<file path="config.mk">
export PLATFORM = sky130hd
export DESIGN_NAME = btd_top
export DESIGN_NICKNAME = d
export VERILOG_FILES = /design/src/btd_pkg.sv /design/src/btd_fifo.sv /design/src/btd_cmp.sv /design/src/btd_top.sv
export SDC_FILE = /design/constraint.sdc
export NUM_CORES = 1
export LEC_CHECK = 0
export BUFFER_PORTS_ARGS = -buffer_cell sky130_fd_sc_hd__buf_2
export CORE_MARGIN = 5
export CORE_UTILIZATION = 58
export CTS_BUF_LIST = sky130_fd_sc_hd__clkbuf_8
export CTS_CLUSTER_DIAMETER = 120
export DETAILED_ROUTE_END_ITERATION = 7
export PLACE_DENSITY = 0.85
export SYNTH_ARGS = -nofsm -noshare
export SYNTH_HDL_FRONTEND = slang
export SYNTH_HIERARCHICAL = 1
export SYNTH_SLANG_ARGS = --single-unit
</file>
<file path="constraint.sdc">
create_clock -name clk -period 2.97 [get_ports clk]
set_clock_uncertainty 0.1 [all_clocks]
set_input_delay 0.1485 -clock clk [delete_from_list [all_inputs] [get_ports clk]]
set_output_delay 0.1485 -clock clk [all_outputs]
set_load 0.02 [all_outputs]
</file>
<file path="src/btd_pkg.sv">
// Constants and types shared by the bus trace debug register block
package btd_pkg;
  // ***************************************************
  // Register offsets in the byte-wide register window
  // ***************************************************
  localparam logic [3:0] OFS_CAH  = 4'h0;
  localparam logic [3:0] OFS_CAL  = 4'h1;
  localparam logic [3:0] OFS_CBH  = 4'h2;
  localparam logic [3:0] OFS_CBL  = 4'h3;
  localparam logic [3:0] OFS_FH   = 4'h4;
  localparam logic [3:0] OFS_FL   = 4'h5;
  localparam logic [3:0] OFS_CTRL = 4'h6;
  localparam logic [3:0] OFS_TRIG = 4'h7;
  localparam logic [3:0] OFS_STAT = 4'h8;
  // ***************************************************
  // Field positions
  // ***************************************************
  localparam int unsigned CTRL_EN    = 7;
  localparam int unsigned CTRL_ARM   = 6;
  localparam int unsigned CTRL_TAG   = 5;
  localparam int unsigned CTRL_BRK   = 4;
  localparam int unsigned CTRL_DIR_A = 3;
  localparam int unsigned CTRL_CHK_A = 2;
  localparam int unsigned CTRL_DIR_B = 1;
  localparam int unsigned CTRL_CHK_B = 0;
  localparam int unsigned TRIG_TQS   = 7;
  localparam int unsigned TRIG_BEGIN = 6;
  localparam int unsigned STAT_AF    = 7;
  localparam int unsigned STAT_BF    = 6;
  localparam int unsigned STAT_RUN   = 5;
  // ***************************************************
  // Reset values and sizes
  // ***************************************************
  localparam logic [7:0] CMP_RST  = 8'h00;
  localparam logic [7:0] CTRL_RST = 8'h00;
  localparam logic [7:0] TRIG_RST = 8'h00;
  localparam int unsigned BUF_W     = 16;
  localparam int unsigned BUF_DEPTH = 8;
  // Trigger modes
  typedef enum logic [3:0] {
    MODE_A       = 4'h0,
    MODE_A_OR_B  = 4'h1,
    MODE_A_THEN_B = 4'h2,
    MODE_EV_B    = 4'h3,
    MODE_A_EV_B  = 4'h4
  } btd_mode_t;
  // Run sequencing
  typedef enum logic [1:0] {
    RUN_IDLE = 2'b00,
    RUN_PRE  = 2'b01,
    RUN_POST = 2'b10
  } btd_run_t;
endpackage

</file>
<file path="src/btd_fifo.sv">
// Trace buffer FIFO with valid/ready on both sides
`timescale 1ns/1ps
module btd_fifo #(
  parameter int unsigned W     = 16,
  parameter int unsigned DEPTH = 8
) (
  input  wire logic                       clk,
  input  wire logic                       resetn,
  input  wire logic                       flush,
  input  wire logic                       in_valid,
  output logic                            in_ready,
  input  wire logic [W-1:0]               in_data,
  output logic                            out_valid,
  input  wire logic                       out_ready,
  output logic [W-1:0]                    out_data,
  output logic [$clog2(DEPTH):0]          level
);
  localparam int unsigned PW = $clog2(DEPTH);
  logic [W-1:0]  mem_q [DEPTH];
  logic [PW-1:0] wr_ptr_q;
  logic [PW-1:0] rd_ptr_q;
  logic [PW:0]   lvl_q;
  logic          push;
  logic          pop;

  // A full buffer still accepts a word when one leaves in the same cycle
  assign in_ready  = (lvl_q != (PW+1)'(DEPTH)) | out_ready;
  assign out_valid = (lvl_q != '0);
  assign out_data  = mem_q[rd_ptr_q];
  assign level     = lvl_q;
  assign push      = in_valid & in_ready;
  assign pop       = out_valid & out_ready;

  // Storage; pointers wrap naturally, so DEPTH must be a power of two
  // Cleared at reset so that reading an empty buffer is never unknown
  always_ff @(posedge clk) begin
    if (!resetn) begin
      mem_q <= '{default: '0};
    end else if (push) begin
      mem_q[wr_ptr_q] <= in_data;
    end
  end

  // Pointers and fill level
  always_ff @(posedge clk) begin
    if (!resetn || flush) begin
      wr_ptr_q <= '0;
      rd_ptr_q <= '0;
      lvl_q    <= '0;
    end else begin
      if (push) wr_ptr_q <= wr_ptr_q + 1'b1;
      if (pop)  rd_ptr_q <= rd_ptr_q + 1'b1;
      lvl_q <= lvl_q + (PW+1)'(push) - (PW+1)'(pop);
    end
  end
endmodule // btd_fifo

</file>
<file path="src/btd_cmp.sv">
// One 16-bit address comparator with its two byte registers
`timescale 1ns/1ps
module btd_cmp (
  input  wire logic        clk,
  input  wire logic        resetn,
  input  wire logic        wr_hi,
  input  wire logic        wr_lo,
  input  wire logic [7:0]  wdata,
  input  wire logic        armed,
  input  wire logic        dir_check,
  input  wire logic        dir_value,
  input  wire logic        bus_valid,
  input  wire logic        bus_rd,
  input  wire logic [15:0] bus_addr,
  output logic [15:0]      value,
  output logic             match_q
);
  import btd_pkg::*;
  logic dir_ok;

  // Compare value; locked while a run is armed
  always_ff @(posedge clk) begin
    if (!resetn) begin
      value <= {CMP_RST, CMP_RST};
    end else if (!armed) begin
      if (wr_hi) value[15:8] <= wdata;
      if (wr_lo) value[7:0]  <= wdata;
    end
  end

  // Direction qualification: read when dir_value is one
  assign dir_ok = !dir_check || (bus_rd == dir_value);

  // Registered match towards the trigger logic
  always_ff @(posedge clk) begin
    if (!resetn) begin
      match_q <= 1'b0;
    end else begin
      match_q <= armed & bus_valid & dir_ok & (bus_addr == value);
    end
  end
endmodule // btd_cmp

</file>
<file path="src/btd_top.sv">
// Bus trace debug registers: comparators, trace buffer port, control
// Operation
// - nine bytes: two split comparators, buffer port, three control bytes
// - comparator bytes reset to zero, readable, writable only when unarmed
// - high byte holds upper eight bits, low byte lower eight bits
// - buffer high byte is read-only, reads zero in event-only modes
// - high byte read keeps position, low byte read advances buffer
// - event-only modes store 8-bit data; repeated low reads suffice
// - low byte reads never advance the buffer while armed
// - outside readout, unarmed low byte read stores last fetched opcode address
// - outside readout, unarmed reads return the address stored eight reads earlier
// - control always accessible; enable cannot be set while secure
// - arm bit starts run, self-clears at end, zero stops run
// - bit 5 picks immediate or execution-qualified break kind
// - bit 4 lets triggers or a full buffer request a break
// - qualification select never shifts break timing
// - bits 2 and 3 qualify comparator A by bus direction
// - bits 0 and 1 qualify comparator B by bus direction
// - run ends on full buffer (begin) or trigger (end trace)
// - eight words; count cleared at start, kept through readout
`timescale 1ns/1ps
module btd_top (
  input  wire logic        clk,
  input  wire logic        resetn,
  input  wire logic [3:0]  reg_addr,
  input  wire logic [7:0]  reg_wdata,
  input  wire logic        reg_wr,
  input  wire logic        reg_rd,
  output logic [7:0]       reg_rdata_q,
  input  wire logic        secure_mode,
  input  wire logic        cpu_valid,
  input  wire logic        cpu_rd,
  input  wire logic        cpu_fetch,
  input  wire logic [15:0] cpu_addr,
  input  wire logic [7:0]  cpu_data,
  output logic             match_a_q,
  output logic             match_b_q,
  output logic             break_req_q,
  output logic             break_tag_q
);
  import btd_pkg::*;

  // ***************************************************
  // Declarations
  // ***************************************************
  logic [7:0]      ctrl_q;
  logic [7:0]      trig_q;
  btd_run_t        run_q;
  logic            a_seen_q;
  logic            a_flag_q;
  logic            b_flag_q;
  logic [3:0]      cnt_q;
  logic [3:0]      drain_q;
  logic [15:0]     last_fetch_q;
  logic [15:0]     addr_s1_q;
  logic [7:0]      data_s1_q;
  logic            fetch_s1_q;
  logic [15:0]     cmp_a;
  logic [15:0]     cmp_b;
  logic            armed;
  logic            ev_mode;
  logic            begin_trc;
  logic            wr_ctrl;
  logic            run_start;
  logic            run_end;
  logic            trig_ev;
  logic            store;
  logic            rd_lo;
  logic            rd_hi;
  logic            prof_rd;
  logic            drain_rd;
  logic            buf_in_valid;
  logic            buf_in_ready;
  logic [15:0]     buf_in_data;
  logic            buf_out_valid;
  logic            buf_out_ready;
  logic [15:0]     buf_out_data;
  logic [3:0]      buf_level;
  logic            buf_full;

  // Strobe decode shared by the write strobes and buffer read strobes; strobe and address are
  // arguments so that continuous uses follow them when they change
  function automatic logic hit_at(input logic       strobe,
                                  input logic [3:0] a,
                                  input logic [3:0] ofs);
    return strobe && (a == ofs);
  endfunction

  assign armed     = ctrl_q[CTRL_ARM];
  assign ev_mode   = (trig_q[3:0] == MODE_EV_B) || (trig_q[3:0] == MODE_A_EV_B);
  assign begin_trc = trig_q[TRIG_BEGIN] | ev_mode;
  assign wr_ctrl   = hit_at(reg_wr, reg_addr, OFS_CTRL);
  assign rd_lo     = hit_at(reg_rd, reg_addr, OFS_FL);
  assign rd_hi     = hit_at(reg_rd, reg_addr, OFS_FH);
  assign buf_full  = (buf_level == 4'(BUF_DEPTH));
  // A fresh run starts only on an arm write that actually sets the bit
  assign run_start = wr_ctrl && reg_wdata[CTRL_ARM] && !armed
                     && (reg_wdata[CTRL_EN] && !secure_mode);

  // ***************************************************
  // Comparators
  // ***************************************************
  btd_cmp u_cmp_a (
    .clk       (clk),
    .resetn    (resetn),
    .wr_hi     (hit_at(reg_wr, reg_addr, OFS_CAH)),
    .wr_lo     (hit_at(reg_wr, reg_addr, OFS_CAL)),
    .wdata     (reg_wdata),
    .armed     (armed),
    .dir_check (ctrl_q[CTRL_CHK_A]),
    .dir_value (ctrl_q[CTRL_DIR_A]),
    .bus_valid (cpu_valid),
    .bus_rd    (cpu_rd),
    .bus_addr  (cpu_addr),
    .value     (cmp_a),
    .match_q   (match_a_q)
  );

  btd_cmp u_cmp_b (
    .clk       (clk),
    .resetn    (resetn),
    .wr_hi     (hit_at(reg_wr, reg_addr, OFS_CBH)),
    .wr_lo     (hit_at(reg_wr, reg_addr, OFS_CBL)),
    .wdata     (reg_wdata),
    .armed     (armed),
    .dir_check (ctrl_q[CTRL_CHK_B]),
    .dir_value (ctrl_q[CTRL_DIR_B]),
    .bus_valid (cpu_valid),
    .bus_rd    (cpu_rd),
    .bus_addr  (cpu_addr),
    .value     (cmp_b),
    .match_q   (match_b_q)
  );

  // ***************************************************
  // Control and trigger registers
  // ***************************************************
  // Software arming wins over a run ending in the same cycle
  always_ff @(posedge clk) begin
    if (!resetn) begin
      ctrl_q <= CTRL_RST;
    end else if (wr_ctrl) begin
      ctrl_q <= reg_wdata;
      ctrl_q[CTRL_EN]  <= reg_wdata[CTRL_EN] & ~secure_mode;
      ctrl_q[CTRL_ARM] <= reg_wdata[CTRL_ARM] & reg_wdata[CTRL_EN]
                          & ~secure_mode;
    end else if (run_end) begin
      ctrl_q[CTRL_ARM] <= 1'b0;
    end
  end

  // Trigger setup follows the comparators' lock while armed
  always_ff @(posedge clk) begin
    if (!resetn) begin
      trig_q <= TRIG_RST;
    end else if (hit_at(reg_wr, reg_addr, OFS_TRIG) && !armed) begin
      trig_q <= {reg_wdata[7:6], 2'b00, reg_wdata[3:0]};
    end
  end

  // ***************************************************
  // Bus pipeline aligned with the comparator matches
  // ***************************************************
  always_ff @(posedge clk) begin
    if (!resetn) begin
      addr_s1_q    <= '0;
      data_s1_q    <= '0;
      fetch_s1_q   <= 1'b0;
      last_fetch_q <= '0;
    end else begin
      addr_s1_q  <= cpu_addr;
      data_s1_q  <= cpu_data;
      fetch_s1_q <= cpu_valid & cpu_fetch;
      if (cpu_valid && cpu_fetch) last_fetch_q <= cpu_addr;
    end
  end

  // ***************************************************
  // Trigger and run sequencing
  // ***************************************************
  // Modes without a trigger here never end an end trace on their own
  always_comb begin
    case (trig_q[3:0])
      MODE_A:        trig_ev = match_a_q;
      MODE_A_OR_B:   trig_ev = match_a_q | match_b_q;
      MODE_A_THEN_B: trig_ev = a_seen_q & match_b_q;
      default:       trig_ev = 1'b0;
    endcase
  end

  // Storage: fetch addresses, or data bytes on B in event modes
  always_comb begin
    store = 1'b0;
    case (run_q)
      RUN_PRE:  store = fetch_s1_q & ~begin_trc;
      RUN_POST: begin
        if (ev_mode) begin
          store = match_b_q
                  & ((trig_q[3:0] == MODE_EV_B) | a_seen_q);
        end else begin
          store = fetch_s1_q;
        end
      end
      default:  store = 1'b0;
    endcase
  end

  // Run end: buffer full in begin trace, trigger in end trace
  assign run_end = armed && (((run_q == RUN_POST) && buf_full)
                   || ((run_q == RUN_PRE) && !begin_trc && trig_ev));

  always_ff @(posedge clk) begin
    if (!resetn) begin
      run_q <= RUN_IDLE;
    end else if (run_start) begin
      run_q <= ev_mode ? RUN_POST : RUN_PRE;
    end else if (!armed || run_end) begin
      run_q <= RUN_IDLE;
    end else begin
      case (run_q)
        RUN_PRE:  if (begin_trc && trig_ev) run_q <= RUN_POST;
        default:  run_q <= run_q;
      endcase
    end
  end

  // Match history; cleared when a run starts
  always_ff @(posedge clk) begin
    if (!resetn || run_start) begin
      a_seen_q <= 1'b0;
      a_flag_q <= 1'b0;
      b_flag_q <= 1'b0;
    end else begin
      if (match_a_q) a_seen_q <= 1'b1;
      if (match_a_q) a_flag_q <= 1'b1;
      if (match_b_q) b_flag_q <= 1'b1;
    end
  end

  // Valid count: frozen at run end, not touched by readout
  always_ff @(posedge clk) begin
    if (!resetn || run_start) begin
      cnt_q <= '0;
    end else if (run_end) begin
      cnt_q <= buf_level;
    end
  end

  // ***************************************************
  // Trace buffer and its read port
  // ***************************************************
  // After a run, low reads walk the stored words; then profiling resumes
  assign drain_rd = rd_lo && !armed && (drain_q != '0);
  assign prof_rd  = rd_lo && !armed && (drain_q == '0);

  always_ff @(posedge clk) begin
    if (!resetn || run_start) begin
      drain_q <= '0;
    end else if (run_end) begin
      drain_q <= buf_level;
    end else if (drain_rd) begin
      drain_q <= drain_q - 4'h1;
    end
  end

  // Profiling pops only once full, giving an eight-read delay
  assign buf_in_valid  = store | prof_rd;
  assign buf_in_data   = prof_rd ? last_fetch_q
                       : (ev_mode ? {8'h00, data_s1_q} : addr_s1_q);
  // End trace overwrites the oldest word; armed reads never pop
  assign buf_out_ready = ((run_q == RUN_PRE) && store && buf_full)
                         || drain_rd || (prof_rd && buf_full);

  btd_fifo #(
    .W     (BUF_W),
    .DEPTH (BUF_DEPTH)
  ) u_buf (
    .clk       (clk),
    .resetn    (resetn),
    .flush     (run_start),
    .in_valid  (buf_in_valid),
    .in_ready  (buf_in_ready),
    .in_data   (buf_in_data),
    .out_valid (buf_out_valid),
    .out_ready (buf_out_ready),
    .out_data  (buf_out_data),
    .level     (buf_level)
  );

  // ***************************************************
  // Break requests
  // ***************************************************
  // Issued at run end whatever the qualification select says
  always_ff @(posedge clk) begin
    if (!resetn) begin
      break_req_q <= 1'b0;
      break_tag_q <= 1'b0;
    end else begin
      break_req_q <= run_end & ctrl_q[CTRL_BRK];
      break_tag_q <= ctrl_q[CTRL_BRK] & ctrl_q[CTRL_TAG];
    end
  end

  // ***************************************************
  // Register read port
  // ***************************************************
  // Read data is registered; unmapped offsets read as zero
  always_ff @(posedge clk) begin
    if (!resetn) begin
      reg_rdata_q <= 8'h00;
    end else if (reg_rd) begin
      if (reg_addr == OFS_CAH)       reg_rdata_q <= cmp_a[15:8];
      else if (reg_addr == OFS_CAL)  reg_rdata_q <= cmp_a[7:0];
      else if (reg_addr == OFS_CBH)  reg_rdata_q <= cmp_b[15:8];
      else if (reg_addr == OFS_CBL)  reg_rdata_q <= cmp_b[7:0];
      else if (reg_addr == OFS_FH)
        reg_rdata_q <= ev_mode ? 8'h00 : buf_out_data[15:8];
      else if (reg_addr == OFS_FL)   reg_rdata_q <= buf_out_data[7:0];
      else if (reg_addr == OFS_CTRL) reg_rdata_q <= ctrl_q;
      else if (reg_addr == OFS_TRIG) reg_rdata_q <= trig_q;
      else if (reg_addr == OFS_STAT)
        reg_rdata_q <= {a_flag_q, b_flag_q, armed, 1'b0, cnt_q};
      else                           reg_rdata_q <= 8'h00;
    end
  end
endmodule // btd_top

</file>
==> metrics.yaml <==
io_buffers: 55
rows: 52
track_usage_pct: 28.1
dp.cells: 1530
cap_violations: 0
clk_pin_slew_ns: 0.06
sw_frac_of_total_pct: 24.9
path_depth: 13
ys.warnings.count: 6
cp-start-kind: "flip-flop"
syn_to_final_growth_pct: 15.5
switchingPower_w: 0.00172
ys_ff_latch: 249
dr.pass1.iters: 7
setup_viol: 0
io_pins: 56
p_leak_nw: 5.48
crit_chain: "and4bb_2 > nor2_2 > mux2i_1 > nand3_1 > o21ai_4 > buf_6 > inv_1 > nor2_2 > ha_4 > inv_2 > ha_4 > fa_2 > and2_1"
synth_top_area_share_pct: 42.2
antenna_left: 0
place.gp.congestion: 0.945
drc_errors: 0
totalWireLength_um: 33900
power.internal_w: 0.00519
end_kind: "flip-flop"
num_vias: 10100
cts_root_buffer: "clkbuf_8"
syn_nets: 1308
ys_top_cells_by_area: "dfxtp_1 (42%), mux2i_1 (14%), nand2_1 (9.4%)"
r2r_cells: 13
grt_pass1_vias: 10200
synth_ff_type: "dfxtp_1"
synth_edf_count: 0
crit_family: "simple AND/OR/NAND/NOR gates"
grt_remaining_overflow: 0
timing.final.max_slew_violations: 0
wire_per_inst_um: 20.6
combPwrFrac_pct: 6.7
hold-path-cell-count: 4
die_h_um: 153
initial_core_util_pct: 58.6
status: "complete, no violations"
hpwl_um: 20800
cts.sinks: 249
clk_latency_ns: 0.56
placedInstanceArea_um2: 12300
fp.dieW_um: 153
drtIter0Drc: 1015
cp_slowest_cell: "fa_2"
hold-worst-slack_ns: 0.0750
fmax_mhz: 351
clock_path_buffers: 3
post-route-min-period_ns: 2.85
cp.arrival_ns: 3.18
crit_type: "flip-flop to flip-flop"
crit_buf_inv: 3
worst_path_largest_cell_delay_ns: 0.42
drive_above_1_share_pct: 17.6
grt_antenna_before_repair: 1
hold_class: "input pin to flip-flop"
synth_top_area_cell: "dfxtp_1"
synth_cell_types: 67
cp_max_fo: 5
fin_crit_sh_pct: 95.9
syn_area_um2: 11800
required_ns: 3.30
die_area_um2: 23300
finalHoldViolCount: 0
synth_area_per_cell_um2: 9.44
slew_headroom_pct: 45.2
core_area_um2: 20200
final_cells: 1645
pwr-share-seq_pct: 49.4
cts_tree: "built"
worstMarginPinSlew_ns: 0.820
p_clk_share_pct: 43.8
grt_max_degree: 70
grt_pass1_wl_um: 53600
synthCells: 1251
htreeDepth: 2
fin_nets: 1401
power_density_nw_per_um2: 506
cts_buffers: 40
async_flop_share_pct: 0
ys_seq_area_share_pct: 42.2
ir_drop_mv: 0.488
via_per_inst: 6.14
final_area_um2: 13600
## synth_stat cells, types with 7 or more instances
master	count
dfxtp_1	249
buf_6	8
xnor2_1	11
nand2b_1	11
o21ai_0	39
nand4_1	7
mux4_2	33
nand2_1	295
buf_2	26
a31oi_1	8
nand3_1	8
clkbuf_1	44
a21oi_1	50
inv_1	22
a21boi_0	32
nor2b_1	11
o22ai_1	8
xor2_1	24
nor2_1	42
mux2i_1	163
mux2_2	16
and2_1	30
ha_1	12
## per-layer routing
metal,GRT usage (%),wire length (µm)
met5,0,0
met4,13.9,1710
met3,4.83,2750
met2,47.0,16300
met1,35.2,13200
## placed cells by master, fill, tap and decap left out, types with 5 or more instances in the layout
cell and n:
xnor2_1 11, nand2_1 294, buf_2 54, a21oi_1 49
nor4_1 5, a31oi_1 8, inv_1 32, nor3_1 5
nor2_1 39, ha_1 9, nand4_1 7, o22ai_1 8
clkbuf_8 51, mux2_2 16, nor2b_1 11, mux2i_1 163
mux4_2 33, buf_4 39, o21ai_0 38, a21boi_0 32
dfxtp_1 244, o221ai_1 5, clkinv_2 5, dlygate4sd3_1 40
and2_1 30, nand2b_1 11, nand3_1 8, xor2_1 24
## kinds of logic after synthesis
| kind of cell | Yosys count | synth area share [%] |
|---|---|---|
| adders and majority gates | 13 | 1.44 |
| DFF | 249 | 42.2 |
| xor gates and xnor gates | 35 | 2.60 |
| and+or+nand+nor | 455 | 17.8 |
| muxes | 212 | 21.6 |
| buffers and inverters | 110 | 4.66 |
| AOI/OAI and AO/OA | 177 | 9.64 |
## worst reg2reg max path, cell delays in order, from the launching register on
cell and delay (ns):
dfxtp_1 0.40, and4bb_2 0.27, nor2_2 0.15, mux2i_1 0.25, nand3_1 0.15, o21ai_4 0.14, buf_6 0.12, inv_1 0.06
nor2_2 0.14, ha_4 0.22, inv_2 0.06, ha_4 0.13, fa_2 0.42, and2_1 0.14
## worst paths after layout
| kind | from | end | slack (ns) |
|---|---|---|---|
| setup / recovery | trig_q[2] | u_buf/level[1] | 0.12 |
| hold / removal | reg_addr[3] | reg_rdata_q[7] | 0.07 |
| setup reg to reg | trig_q[2] | u_buf/level[1] | 0.12 |
| hold reg to reg | u_buf/mem_q[19] | u_buf/mem_q[19] | 0.36 |
## stage by stage
stage	worst slack (ns)	total power (W)	TNS (ns)	utilization [%]
global route	-0.0361	0.00711	-0.100	67.6
finish	0.123	0.00691	0	67.6
CTS	0.125	0.00686	0	67.2
global placement	0.224	0.00387	0	61.2
floorplan	0.0319	0.00373	0	-
detailed placement	0.129	0.00388	0	61.2
## repair_timing
action | in CTS | in global routing
hold buffers | 40 | 0
resized for setup | 0 | 19
endpoints found under the hold margin | 122 | 0
buffers inserted | 0 | 2
setup endpoints to repair | 0 | 6
## flip-flops by register name, indices dropped and copies added (netlist names), 2 cells and up
signal	cells
addr_s1_q	16
last_fetch_q	16
u_cmp_a/value	16
run_q	2
u_cmp_b/value	16
data_s1_q	8
u_buf/rd_ptr_q	3
u_buf/level	4
reg_rdata_q	8
u_buf/mem_q	128
trig_q	6
cnt_q	4
ctrl_q	8
drain_q	4
u_buf/wr_ptr_q	3
## power by group through the flow
stage                     clock network, W  registers (W)  logic [W]
after floorplan                          0        0.00348   0.000243
after global placement                   0        0.00348   0.000390
after detailed placement                 0        0.00348   0.000397
after CTS                          0.00301        0.00341   0.000438
after global routing               0.00320        0.00341   0.000492
final                              0.00303        0.00341   0.000465
## cell type report
type,instances,area (µm²)
repair buffers,138,1050
flip-flops and latches,249,4990
diodes,2,5.00
clock inverters,20,113
well taps,270,338
fillers,1409,6530
multi-input cells,892,6360
clock buffers,51,702
inverters,23,86.3
Power figures use the tool's default switching activity.
